==> src/rtl/lmcc_pkg.sv <==
// lmcc_pkg: register map, field layout and divider codes of the lcd mode/clock block
// assumes a byte-wide register port addressed by full 32-bit offsets
package lmcc_pkg;

  // ----------------------------------------------------------------
  // register offsets
  // ----------------------------------------------------------------
  localparam logic [31:0] ADDR_MODE_ZERO = 32'h4004_9040;
  localparam logic [31:0] ADDR_MODE_ONE  = 32'h4004_9041;
  localparam logic [31:0] ADDR_CLK_DIV   = 32'h4004_9042;
  localparam logic [31:0] ADDR_CLK_SUPP  = 32'h4004_9048;

  // ----------------------------------------------------------------
  // reset values and writable masks
  // ----------------------------------------------------------------
  localparam logic [7:0] RST_MODE_ZERO  = 8'h00;
  localparam logic [7:0] RST_MODE_ONE   = 8'h00;
  localparam logic [7:0] RST_CLK_DIV    = 8'h00;
  localparam logic [7:0] RST_CLK_SUPP   = 8'h00;
  localparam logic [7:0] MASK_MODE_ONE  = 8'hF9;
  localparam logic [7:0] MASK_CLK_DIV   = 8'h3F;
  localparam logic [7:0] MASK_CLK_SUPP  = 8'h03;

  // ----------------------------------------------------------------
  // field layouts
  // ----------------------------------------------------------------
  typedef struct packed {
    logic       display_on_bit;
    logic       output_gate_bit;
    logic       voltage_circuit_enable;
    logic       blink_bit;
    logic       data_area_select;
    logic [1:0] zero_bits;
    logic       boost_initial_level;
  } lmcc_mode_one_s;

  typedef struct packed {
    logic [1:0] drive_method;
    logic       waveform_b;
    logic [2:0] time_slice;
    logic [1:0] bias;
  } lmcc_mode_zero_s;

  // ----------------------------------------------------------------
  // divider and timing constants
  // ----------------------------------------------------------------
  localparam int          DIV_WIDTH    = 20;
  localparam logic [5:0]  CODE_SUB_LO  = 6'h04;
  localparam logic [5:0]  CODE_SUB_HI  = 6'h09;
  localparam logic [5:0]  CODE_MAIN_LO = 6'h13;
  localparam logic [5:0]  CODE_MAIN_HI = 6'h1B;
  localparam logic [5:0]  CODE_MAIN_19 = 6'h2B;
  localparam logic [4:0]  POW_SUB_BASE = 5'h05;
  localparam logic [4:0]  POW_MAIN_BASE = 5'h0A;
  localparam logic [4:0]  POW_MAIN_19  = 5'h13;
  localparam logic [1:0]  METHOD_EXT_RES = 2'h2;

endpackage : lmcc_pkg

==> src/rtl/lmcc_divider.sv <==
// lmcc_divider: free-running binary divider with power-of-two tap select
// assumes src_en is a one-cycle enable per edge of the chosen source clock
`timescale 1ns/1ps
module lmcc_divider
(
  input  wire logic       clk,
  input  wire logic       rst_n,
  input  wire logic       src_en,
  input  wire logic [4:0] power,
  input  wire logic       valid,
  output logic            tick
);

  logic [lmcc_pkg::DIV_WIDTH-1:0] count_reg;
  logic [lmcc_pkg::DIV_WIDTH-1:0] tap_mask;

  // counter never resets on tap change, so the first period after a switch is short
  always_ff @(posedge clk or negedge rst_n)
  begin
    if (!rst_n)
      count_reg <= '0;
    else if (src_en)
      count_reg <= count_reg + 1'b1;
  end

  assign tap_mask = lmcc_pkg::DIV_WIDTH'((21'h00_0001 << power) - 21'h00_0001);
  assign tick = valid && src_en && ((count_reg & tap_mask) == tap_mask);

endmodule : lmcc_divider

==> src/rtl/lmcc_top.sv <==
// lmcc_top: lcd mode and clock control registers, output gating, blink and frame timing
// assumes the register master and rtc tick run on MCLK; clock pins are asynchronous
//
// Function
// - mode register one, eight bits, resets zero
// - gate bit low grounds all outputs
// - gate high: display bit picks off or on
// - voltage enable bit starts or stops pump
// - no blink: select picks low/high nibble
// - blink toggles nibble on rtc tick
// - boost level bit sets initial pin level
// - gate high freezes pump and boost bits
// - clock divider register, six bits, resets zero
// - sub clock divided 2^5 to 2^10, low-speed 2^5 to 2^9
// - main clock divided 2^10 to 2^19
// - divider register locked while gate high
// - frame period from clock and slices
// - gating bit keeps sub/low-speed panel clock in sleep
// - slice field codes static to eight
// - mode register zero locked while gate high
`timescale 1ns/1ps
module lmcc_top
(
  input  wire logic        MCLK,
  input  wire logic        RESETN,
  input  wire logic [31:0] ADDR,
  input  wire logic [7:0]  WDATA,
  input  wire logic        WR,
  input  wire logic        RD,
  output logic      [7:0]  RDATA,
  input  wire logic        FSUB_CLK,
  input  wire logic        FIL_CLK,
  input  wire logic        RTC_TICK,
  output logic             OUT_GROUND,
  output logic             OUT_NONSELECT,
  output logic             DISPLAY_ACTIVE,
  output logic             PUMP_ENABLE,
  output logic             BOOST_INIT_LEVEL,
  output logic             NIBBLE_HIGH,
  output logic      [2:0]  SLICE,
  output logic             FRAME_START,
  output logic             PANEL_TICK,
  output logic             KEEP_CLOCK_IN_SLEEP
);

  // ----------------------------------------------------------------
  // registers
  // ----------------------------------------------------------------
  lmcc_pkg::lmcc_mode_one_s  mode_one_reg;
  lmcc_pkg::lmcc_mode_zero_s mode_zero_reg;
  logic [5:0]                clk_div_reg;
  logic [1:0]                clk_supp_reg;
  logic [7:0]                rdata_reg;
  logic [7:0]                rdata_next;
  logic                      locked;
  logic                      wr_one;
  logic                      wr_zero;
  logic                      wr_div;
  logic                      wr_supp;

  assign locked  = mode_one_reg.output_gate_bit;
  assign wr_one  = WR && (ADDR == lmcc_pkg::ADDR_MODE_ONE);
  assign wr_zero = WR && (ADDR == lmcc_pkg::ADDR_MODE_ZERO);
  assign wr_div  = WR && (ADDR == lmcc_pkg::ADDR_CLK_DIV);
  assign wr_supp = WR && (ADDR == lmcc_pkg::ADDR_CLK_SUPP);

  // pump and boost bits keep their value while the gate bit is high
  always_ff @(posedge MCLK or negedge RESETN)
  begin
    if (!RESETN)
      mode_one_reg <= lmcc_pkg::RST_MODE_ONE;
    else if (wr_one)
    begin
      mode_one_reg.display_on_bit   <= WDATA[7];
      mode_one_reg.output_gate_bit  <= WDATA[6];
      mode_one_reg.blink_bit        <= WDATA[4];
      mode_one_reg.data_area_select <= WDATA[3];
      mode_one_reg.zero_bits        <= 2'h0;
      if (!locked)
      begin
        mode_one_reg.voltage_circuit_enable <= WDATA[5];
        mode_one_reg.boost_initial_level    <= WDATA[0];
      end
    end
  end

  always_ff @(posedge MCLK or negedge RESETN)
  begin
    if (!RESETN)
      mode_zero_reg <= lmcc_pkg::RST_MODE_ZERO;
    else if (wr_zero && !locked)
      mode_zero_reg <= WDATA;
  end

  // upper bits are dropped, so stray ones written to bits 7:6 read back as zero
  always_ff @(posedge MCLK or negedge RESETN)
  begin
    if (!RESETN)
      clk_div_reg <= lmcc_pkg::RST_CLK_DIV[5:0];
    else if (wr_div && !locked)
      clk_div_reg <= WDATA[5:0];
  end

  always_ff @(posedge MCLK or negedge RESETN)
  begin
    if (!RESETN)
      clk_supp_reg <= lmcc_pkg::RST_CLK_SUPP[1:0];
    else if (wr_supp && !locked)
      clk_supp_reg <= WDATA[1:0];
  end

  // ----------------------------------------------------------------
  // read port
  // ----------------------------------------------------------------
  always_comb
  begin
    rdata_next = 8'h00;
    unique case (ADDR)
      lmcc_pkg::ADDR_MODE_ONE:  rdata_next = mode_one_reg & lmcc_pkg::MASK_MODE_ONE;
      lmcc_pkg::ADDR_MODE_ZERO: rdata_next = mode_zero_reg;
      lmcc_pkg::ADDR_CLK_DIV:   rdata_next = {2'h0, clk_div_reg};
      lmcc_pkg::ADDR_CLK_SUPP:  rdata_next = {6'h00, clk_supp_reg};
      default:                  rdata_next = 8'h00;
    endcase
  end

  always_ff @(posedge MCLK or negedge RESETN)
  begin
    if (!RESETN)
      rdata_reg <= 8'h00;
    else if (RD)
      rdata_reg <= rdata_next;
    else
      rdata_reg <= 8'h00;
  end

  assign RDATA = rdata_reg;

  // ----------------------------------------------------------------
  // source clock synchronisers and edge enables
  // ----------------------------------------------------------------
  logic [2:0] sub_sync_reg;
  logic [2:0] fil_sync_reg;
  logic       sub_en;
  logic       fil_en;

  always_ff @(posedge MCLK or negedge RESETN)
  begin
    if (!RESETN)
    begin
      sub_sync_reg <= 3'h0;
      fil_sync_reg <= 3'h0;
    end
    else
    begin
      sub_sync_reg <= {sub_sync_reg[1:0], FSUB_CLK};
      fil_sync_reg <= {fil_sync_reg[1:0], FIL_CLK};
    end
  end

  assign sub_en = sub_sync_reg[1] && !sub_sync_reg[2];
  assign fil_en = fil_sync_reg[1] && !fil_sync_reg[2];

  // ----------------------------------------------------------------
  // divider code decode
  // ----------------------------------------------------------------
  // returns {valid, from_main, power}
  function automatic logic [6:0] lmcc_decode(input logic [5:0] code, input logic use_fil);
    logic [6:0] res;
    res = 7'h00;
    if (code >= lmcc_pkg::CODE_SUB_LO && code <= lmcc_pkg::CODE_SUB_HI)
    begin
      res = {1'b1, 1'b0, 5'(lmcc_pkg::POW_SUB_BASE + 5'(code - lmcc_pkg::CODE_SUB_LO))};
      if (use_fil && code == lmcc_pkg::CODE_SUB_HI)
        res = 7'h00;
    end
    else if (code >= lmcc_pkg::CODE_MAIN_LO && code <= lmcc_pkg::CODE_MAIN_HI)
      res = {1'b1, 1'b1, 5'(lmcc_pkg::POW_MAIN_BASE + 5'(code - lmcc_pkg::CODE_MAIN_LO))};
    else if (code == lmcc_pkg::CODE_MAIN_19)
      res = {1'b1, 1'b1, lmcc_pkg::POW_MAIN_19};
    return res;
  endfunction : lmcc_decode

  logic [6:0] dec;
  logic       src_en;
  logic       panel_tick;

  assign dec    = lmcc_decode(clk_div_reg, clk_supp_reg[0]);
  // main clock is MCLK itself: every cycle is a source edge
  assign src_en = dec[5] ? 1'b1 : (clk_supp_reg[0] ? fil_en : sub_en);

  lmcc_divider u_divider
  (
    .clk    (MCLK),
    .rst_n  (RESETN),
    .src_en (src_en),
    .power  (dec[4:0]),
    .valid  (dec[6]),
    .tick   (panel_tick)
  );

  // ----------------------------------------------------------------
  // slice and frame sequencing
  // ----------------------------------------------------------------
  function automatic logic [2:0] lmcc_last_slice(input logic [2:0] code);
    unique case (code)
      3'h0:    return 3'h0;
      3'h1:    return 3'h1;
      3'h2:    return 3'h2;
      3'h3:    return 3'h3;
      3'h4:    return 3'h5;
      3'h5:    return 3'h7;
      default: return 3'h0;
    endcase
  endfunction : lmcc_last_slice

  logic [2:0] slice_reg;
  logic [2:0] last_slice;
  logic       frame_reg;
  logic       tick_reg;

  assign last_slice = lmcc_last_slice(mode_zero_reg.time_slice);

  // sequencing is held at slice zero while outputs are grounded
  always_ff @(posedge MCLK or negedge RESETN)
  begin
    if (!RESETN)
      slice_reg <= 3'h0;
    else if (!locked)
      slice_reg <= 3'h0;
    else if (panel_tick)
      slice_reg <= (slice_reg >= last_slice) ? 3'h0 : slice_reg + 3'h1;
  end

  always_ff @(posedge MCLK or negedge RESETN)
  begin
    if (!RESETN)
    begin
      frame_reg <= 1'b0;
      tick_reg  <= 1'b0;
    end
    else
    begin
      frame_reg <= locked && panel_tick && (slice_reg >= last_slice);
      tick_reg  <= panel_tick;
    end
  end

  // ----------------------------------------------------------------
  // nibble select and blink
  // ----------------------------------------------------------------
  logic nibble_reg;

  always_ff @(posedge MCLK or negedge RESETN)
  begin
    if (!RESETN)
      nibble_reg <= 1'b0;
    else if (!mode_one_reg.blink_bit)
      nibble_reg <= mode_one_reg.data_area_select;
    else if (RTC_TICK)
      nibble_reg <= !nibble_reg;
  end

  // ----------------------------------------------------------------
  // output gating and analog controls
  // ----------------------------------------------------------------
  logic ground_reg;
  logic nonsel_reg;
  logic active_reg;
  logic pump_reg;
  logic boost_reg;
  logic keep_reg;

  always_ff @(posedge MCLK or negedge RESETN)
  begin
    if (!RESETN)
    begin
      ground_reg <= 1'b1;
      nonsel_reg <= 1'b0;
      active_reg <= 1'b0;
    end
    else
    begin
      ground_reg <= !mode_one_reg.output_gate_bit;
      nonsel_reg <= mode_one_reg.output_gate_bit && !mode_one_reg.display_on_bit;
      active_reg <= mode_one_reg.output_gate_bit && mode_one_reg.display_on_bit;
    end
  end

  // a pump enable under external resistor drive is software's fault; it is passed as written
  always_ff @(posedge MCLK or negedge RESETN)
  begin
    if (!RESETN)
    begin
      pump_reg  <= 1'b0;
      boost_reg <= 1'b0;
      keep_reg  <= 1'b0;
    end
    else
    begin
      pump_reg  <= mode_one_reg.voltage_circuit_enable;
      boost_reg <= mode_one_reg.boost_initial_level;
      keep_reg  <= clk_supp_reg[1] && !dec[5];
    end
  end

  assign OUT_GROUND          = ground_reg;
  assign OUT_NONSELECT       = nonsel_reg;
  assign DISPLAY_ACTIVE      = active_reg;
  assign PUMP_ENABLE         = pump_reg;
  assign BOOST_INIT_LEVEL    = boost_reg;
  assign NIBBLE_HIGH         = nibble_reg;
  assign SLICE               = slice_reg;
  assign FRAME_START         = frame_reg;
  assign PANEL_TICK          = tick_reg;
  assign KEEP_CLOCK_IN_SLEEP = keep_reg;
endmodule : lmcc_top

==> config.mk <==
export PLATFORM = sky130hd
export DESIGN_NAME = lmcc_top
export DESIGN_NICKNAME = d
export VERILOG_FILES = /design/src/rtl/lmcc_pkg.sv /design/src/rtl/lmcc_divider.sv /design/src/rtl/lmcc_top.sv
export SDC_FILE = /design/constraint.sdc
export NUM_CORES = 1
export LEC_CHECK = 0
export BUFFER_PORTS_ARGS = -buffer_cell sky130_fd_sc_hd__buf_4
export CAP_MARGIN = 20
export CORE_AREA = 2 2 105 107
export CTS_CLUSTER_DIAMETER = 40
export DETAILED_ROUTE_END_ITERATION = 8
export DIE_AREA = 0 0 107 109
export GPL_ROUTABILITY_DRIVEN = 0
export SYNTH_ARGS = -nofsm -noshare
export SYNTH_HDL_FRONTEND = slang
export SYNTH_SLANG_ARGS = --single-unit
==> constraint.sdc <==
create_clock -name MCLK -period 11.25 [get_ports MCLK]
set_clock_uncertainty 0.05 [all_clocks]
set_input_delay 3.375 -clock MCLK [delete_from_list [all_inputs] [get_ports MCLK]]
set_output_delay 3.375 -clock MCLK [all_outputs]
set_load 0.02 [all_outputs]
==> metrics.yaml <==
status:
  status: "completed"
worst_hold_path:
  min_delay_worst_endpoint: "sub_sync_reg[1]$_DFF_PN0_"
  hp-start: "sub_sync_reg[0]$_DFF_PN0_"
  hold_depth: 0
  worstHoldPathType: "reg2reg"
setup_path:
  critPathBufInv: 1
  r2r_slack_ns: 6.65
  crit_slowest_cell: "or3_1"
  worstSetupPathType: "in2reg"
  cp_max_fo: 9
  end_kind: "register"
  max_stage_delay_ns: 0.42
  critPathLaunch: "ADDR[2]"
  critPathLaunchType: "input pin"
  arrival_ns: 5.46
  cp_top_family: "simple AND/OR/NAND/NOR gates"
  r2r_cells: 16
  r2r-start: "clk_div_reg[1]$_DFFE_PN0P_"
  r2r_end: "SLICE[0]$_DFFE_PN0P_"
  cp_cell_sequence: "buf_4, nor4_1, nand4_1, or3_1, nor3_1, and2_1, mux2_2"
  worstPathRequired_ns: 11.42
synth:
  synth-seq-cells: 68
  synthCells: 383
  muxShareOfSynthArea_pct: 7.50
  synth_top_area_share_pct: 41.9
  synthTopCellsByCount: "dfrtp_1 (67), nor2_1 (39), nand2_1 (26)"
  synth_area_um2: 4000
  synth.distinct_cells: 72
  ys.warnings.count: 0
  yosys.area.top_type: "dfrtp_1"
  synth.net_count: 441
  yosysMostFrequentCell: "dfrtp_1"
  synth_simple_gate_area_share_pct: 21.9
  synth_top_family_by_area: "simple AND/OR/NAND/NOR gates"
  synth-xor-area-share_pct: 5.69
  synth_top_flop_cell: "dfrtp_1"
  synth_area_per_cell_um2: 10.5
  synth-seq-area-share_pct: 42.5
  synth-compound-area-share_pct: 14.8
  synth_edf_count: 0
  yosys-top-cells-area: "dfrtp_1 (42%), mux2_2 (6.8%), nor2_1 (3.7%), ha_1 (3.4%), xor2_1 (3.1%)"
  async_flop_share_pct: 100
  synthAdderAreaFrac_pct: 3.44
detailed_routing:
  vias: 3138
  antenna_left: 0
  routed_via_density: 5.33
  wl_per_cell_um: 15.2
  wl_um: 8950
  drtIter0Drc: 160
  drc: 0
  drt_first_pass_iters: 4
power_and_ir_drop:
  ir_drop_mv: 0.0507
  p_leak_nw: 2.18
  powerDensity_nw_per_um2: 113
sta:
  finalSetupViolCount: 0
  hold_viol: 0
  slew_violations: 0
  maxSlewHeadroom_pct: 43.3
  min_period_ns: 5.28
  rsz0062_at_grt: "no"
  max_freq_mhz: 189
  layout_setup_ws_ns: 5.97
  fin_tns_setup_ns: 0
  timing.final.crit_share_pct: 47.0
  worst_pin_slew_ns: 0.851
layout:
  drive_above_1_share_pct: 28.3
  largest_register_ff_count: 20
  final_nets: 503
  areaGrowthSynthToFinish_pct: 19.6
  stdcell_count: 589
  nFillCells: 985
  insertedDiodeCount: 0
grt:
  track_usage_pct: 16.8
  grt_remaining_overflow: 0
  met1_usage_pct: 22.4
  grt_pass1_wl_um: 15300
  top_usage_layer: "met2"
  grt_use_met3_pct: 3.95
  grtUsageMet2_pct: 26.0
  grt_max_degree: 69
  grt_pass1_vias: 3016
  antenna_found_initial: 0
floorplanning:
  dieHeight_um: 109
  die_width_um: 107
  rows: 38
  start_util_pct: 37.8
  coreArea_um2: 10600
  die_area_um2: 11700
  io_pins: 67
placed_design:
  dpl.hpwl_um: 6550
  io_buffer_count: 66
  dp_worst_setup_slack_ns: 5.61
  placed_cells: 574
clock_network:
  clk_pin_slew_ns: 0.07
  clock_sinks: 68
  cts_buffers: 9
  ctsHoldBuffers: 0
  clkLatencyLatePin_ns: 0.35
  root_buffer: "clkbuf_8"
  clk_path_buf_depth: 2
  h-tree-depth: 3
  cts_resized: 0
  cts_tree: "done"
  post-cts-setup-buffers: 0
flow_run:
  cap_violations: 0
## where the power goes
| group | internal [W] | switching, W |
|---|---|---|
| sequential | 0.000255 | 0.0000175 |
| combinational | 0.0000218 | 0.0000181 |
| clock | 0.000135 | 0.0000913 |
## per-layer routing
layer / part of all wire (%) / up-vias
met5: 0 / -
met4: 1.7 / 0
met3: 4.5 / 14
met2: 47 / 99
met1: 47 / 1499
li1: - / 1526
## per-stage QoR
step                area, um2  hold WS (ns)  total power [W]  utilization [%]
detailed placement       4560         0.286         0.000318             43.0
global route             4790         0.313         0.000563             45.2
CTS                      4790         0.302         0.000547             45.2
finish                   4790         0.300         0.000539             45.2
floorplan                4000         0.281         0.000290                -
global placement         4560         0.286         0.000316             43.0
## area by class of cell
cell class | count | area (um2) | area share, %
multi-input cells | 285 | 2130 | 44.6
repair buffers | 66 | 495 | 10.3
clock inverters | 4 | 72.6 | 1.52
flip-flops and latches | 68 | 1700 | 35.6
inverters | 15 | 56.3 | 1.18
clock buffers | 11 | 151 | 3.16
well taps | 140 | 175 | 3.66
## cell families (layout without fill, tap and decap cells)
logic type / count (synthesis) / in the layout
compound gates: 66 / 66
fa+ha+maj: 11 / 11
simple gates: 155 / 155
flops: 68 / 68
buf+inv: 30 / 96
mux: 27 / 27
xor+xnor: 26 / 26
## placed cells by master (no fill, tap or decap), types with 5 or more instances in the layout
cell,n
clkbuf_8,11
xnor2_1,12
mux2_2,24
nor4_1,6
nand2_1,26
o211ai_1,5
nand2b_1,5
buf_4,66
inv_1,15
nand3_1,16
nor2_1,39
and2_1,5
xor2_1,14
o21ai_0,8
nor2b_1,6
nor3_1,7
dfrtp_1,67
ha_1,11
a21oi_1,6
and3_1,5
nand4_1,10
## worst max path at each step
stage | cells past startpoint | slack [ns] | to
2_1_floorplan | 7 | 5.89 | mode_zero_reg[0]$_DFFE_PN0P_
4_1_cts | 7 | 6.00 | mode_zero_reg[4]$_DFFE_PN0P_
5_1_grt | 7 | 5.75 | mode_zero_reg[4]$_DFFE_PN0P_
3_5_place_dp | 7 | 5.61 | mode_zero_reg[4]$_DFFE_PN0P_
3_3_place_gp | 7 | 5.71 | mode_zero_reg[3]$_DFFE_PN0P_
6_report | 7 | 5.97 | mode_zero_reg[4]$_DFFE_PN0P_
No activity file was read; power rests on OpenSTA's default activity.
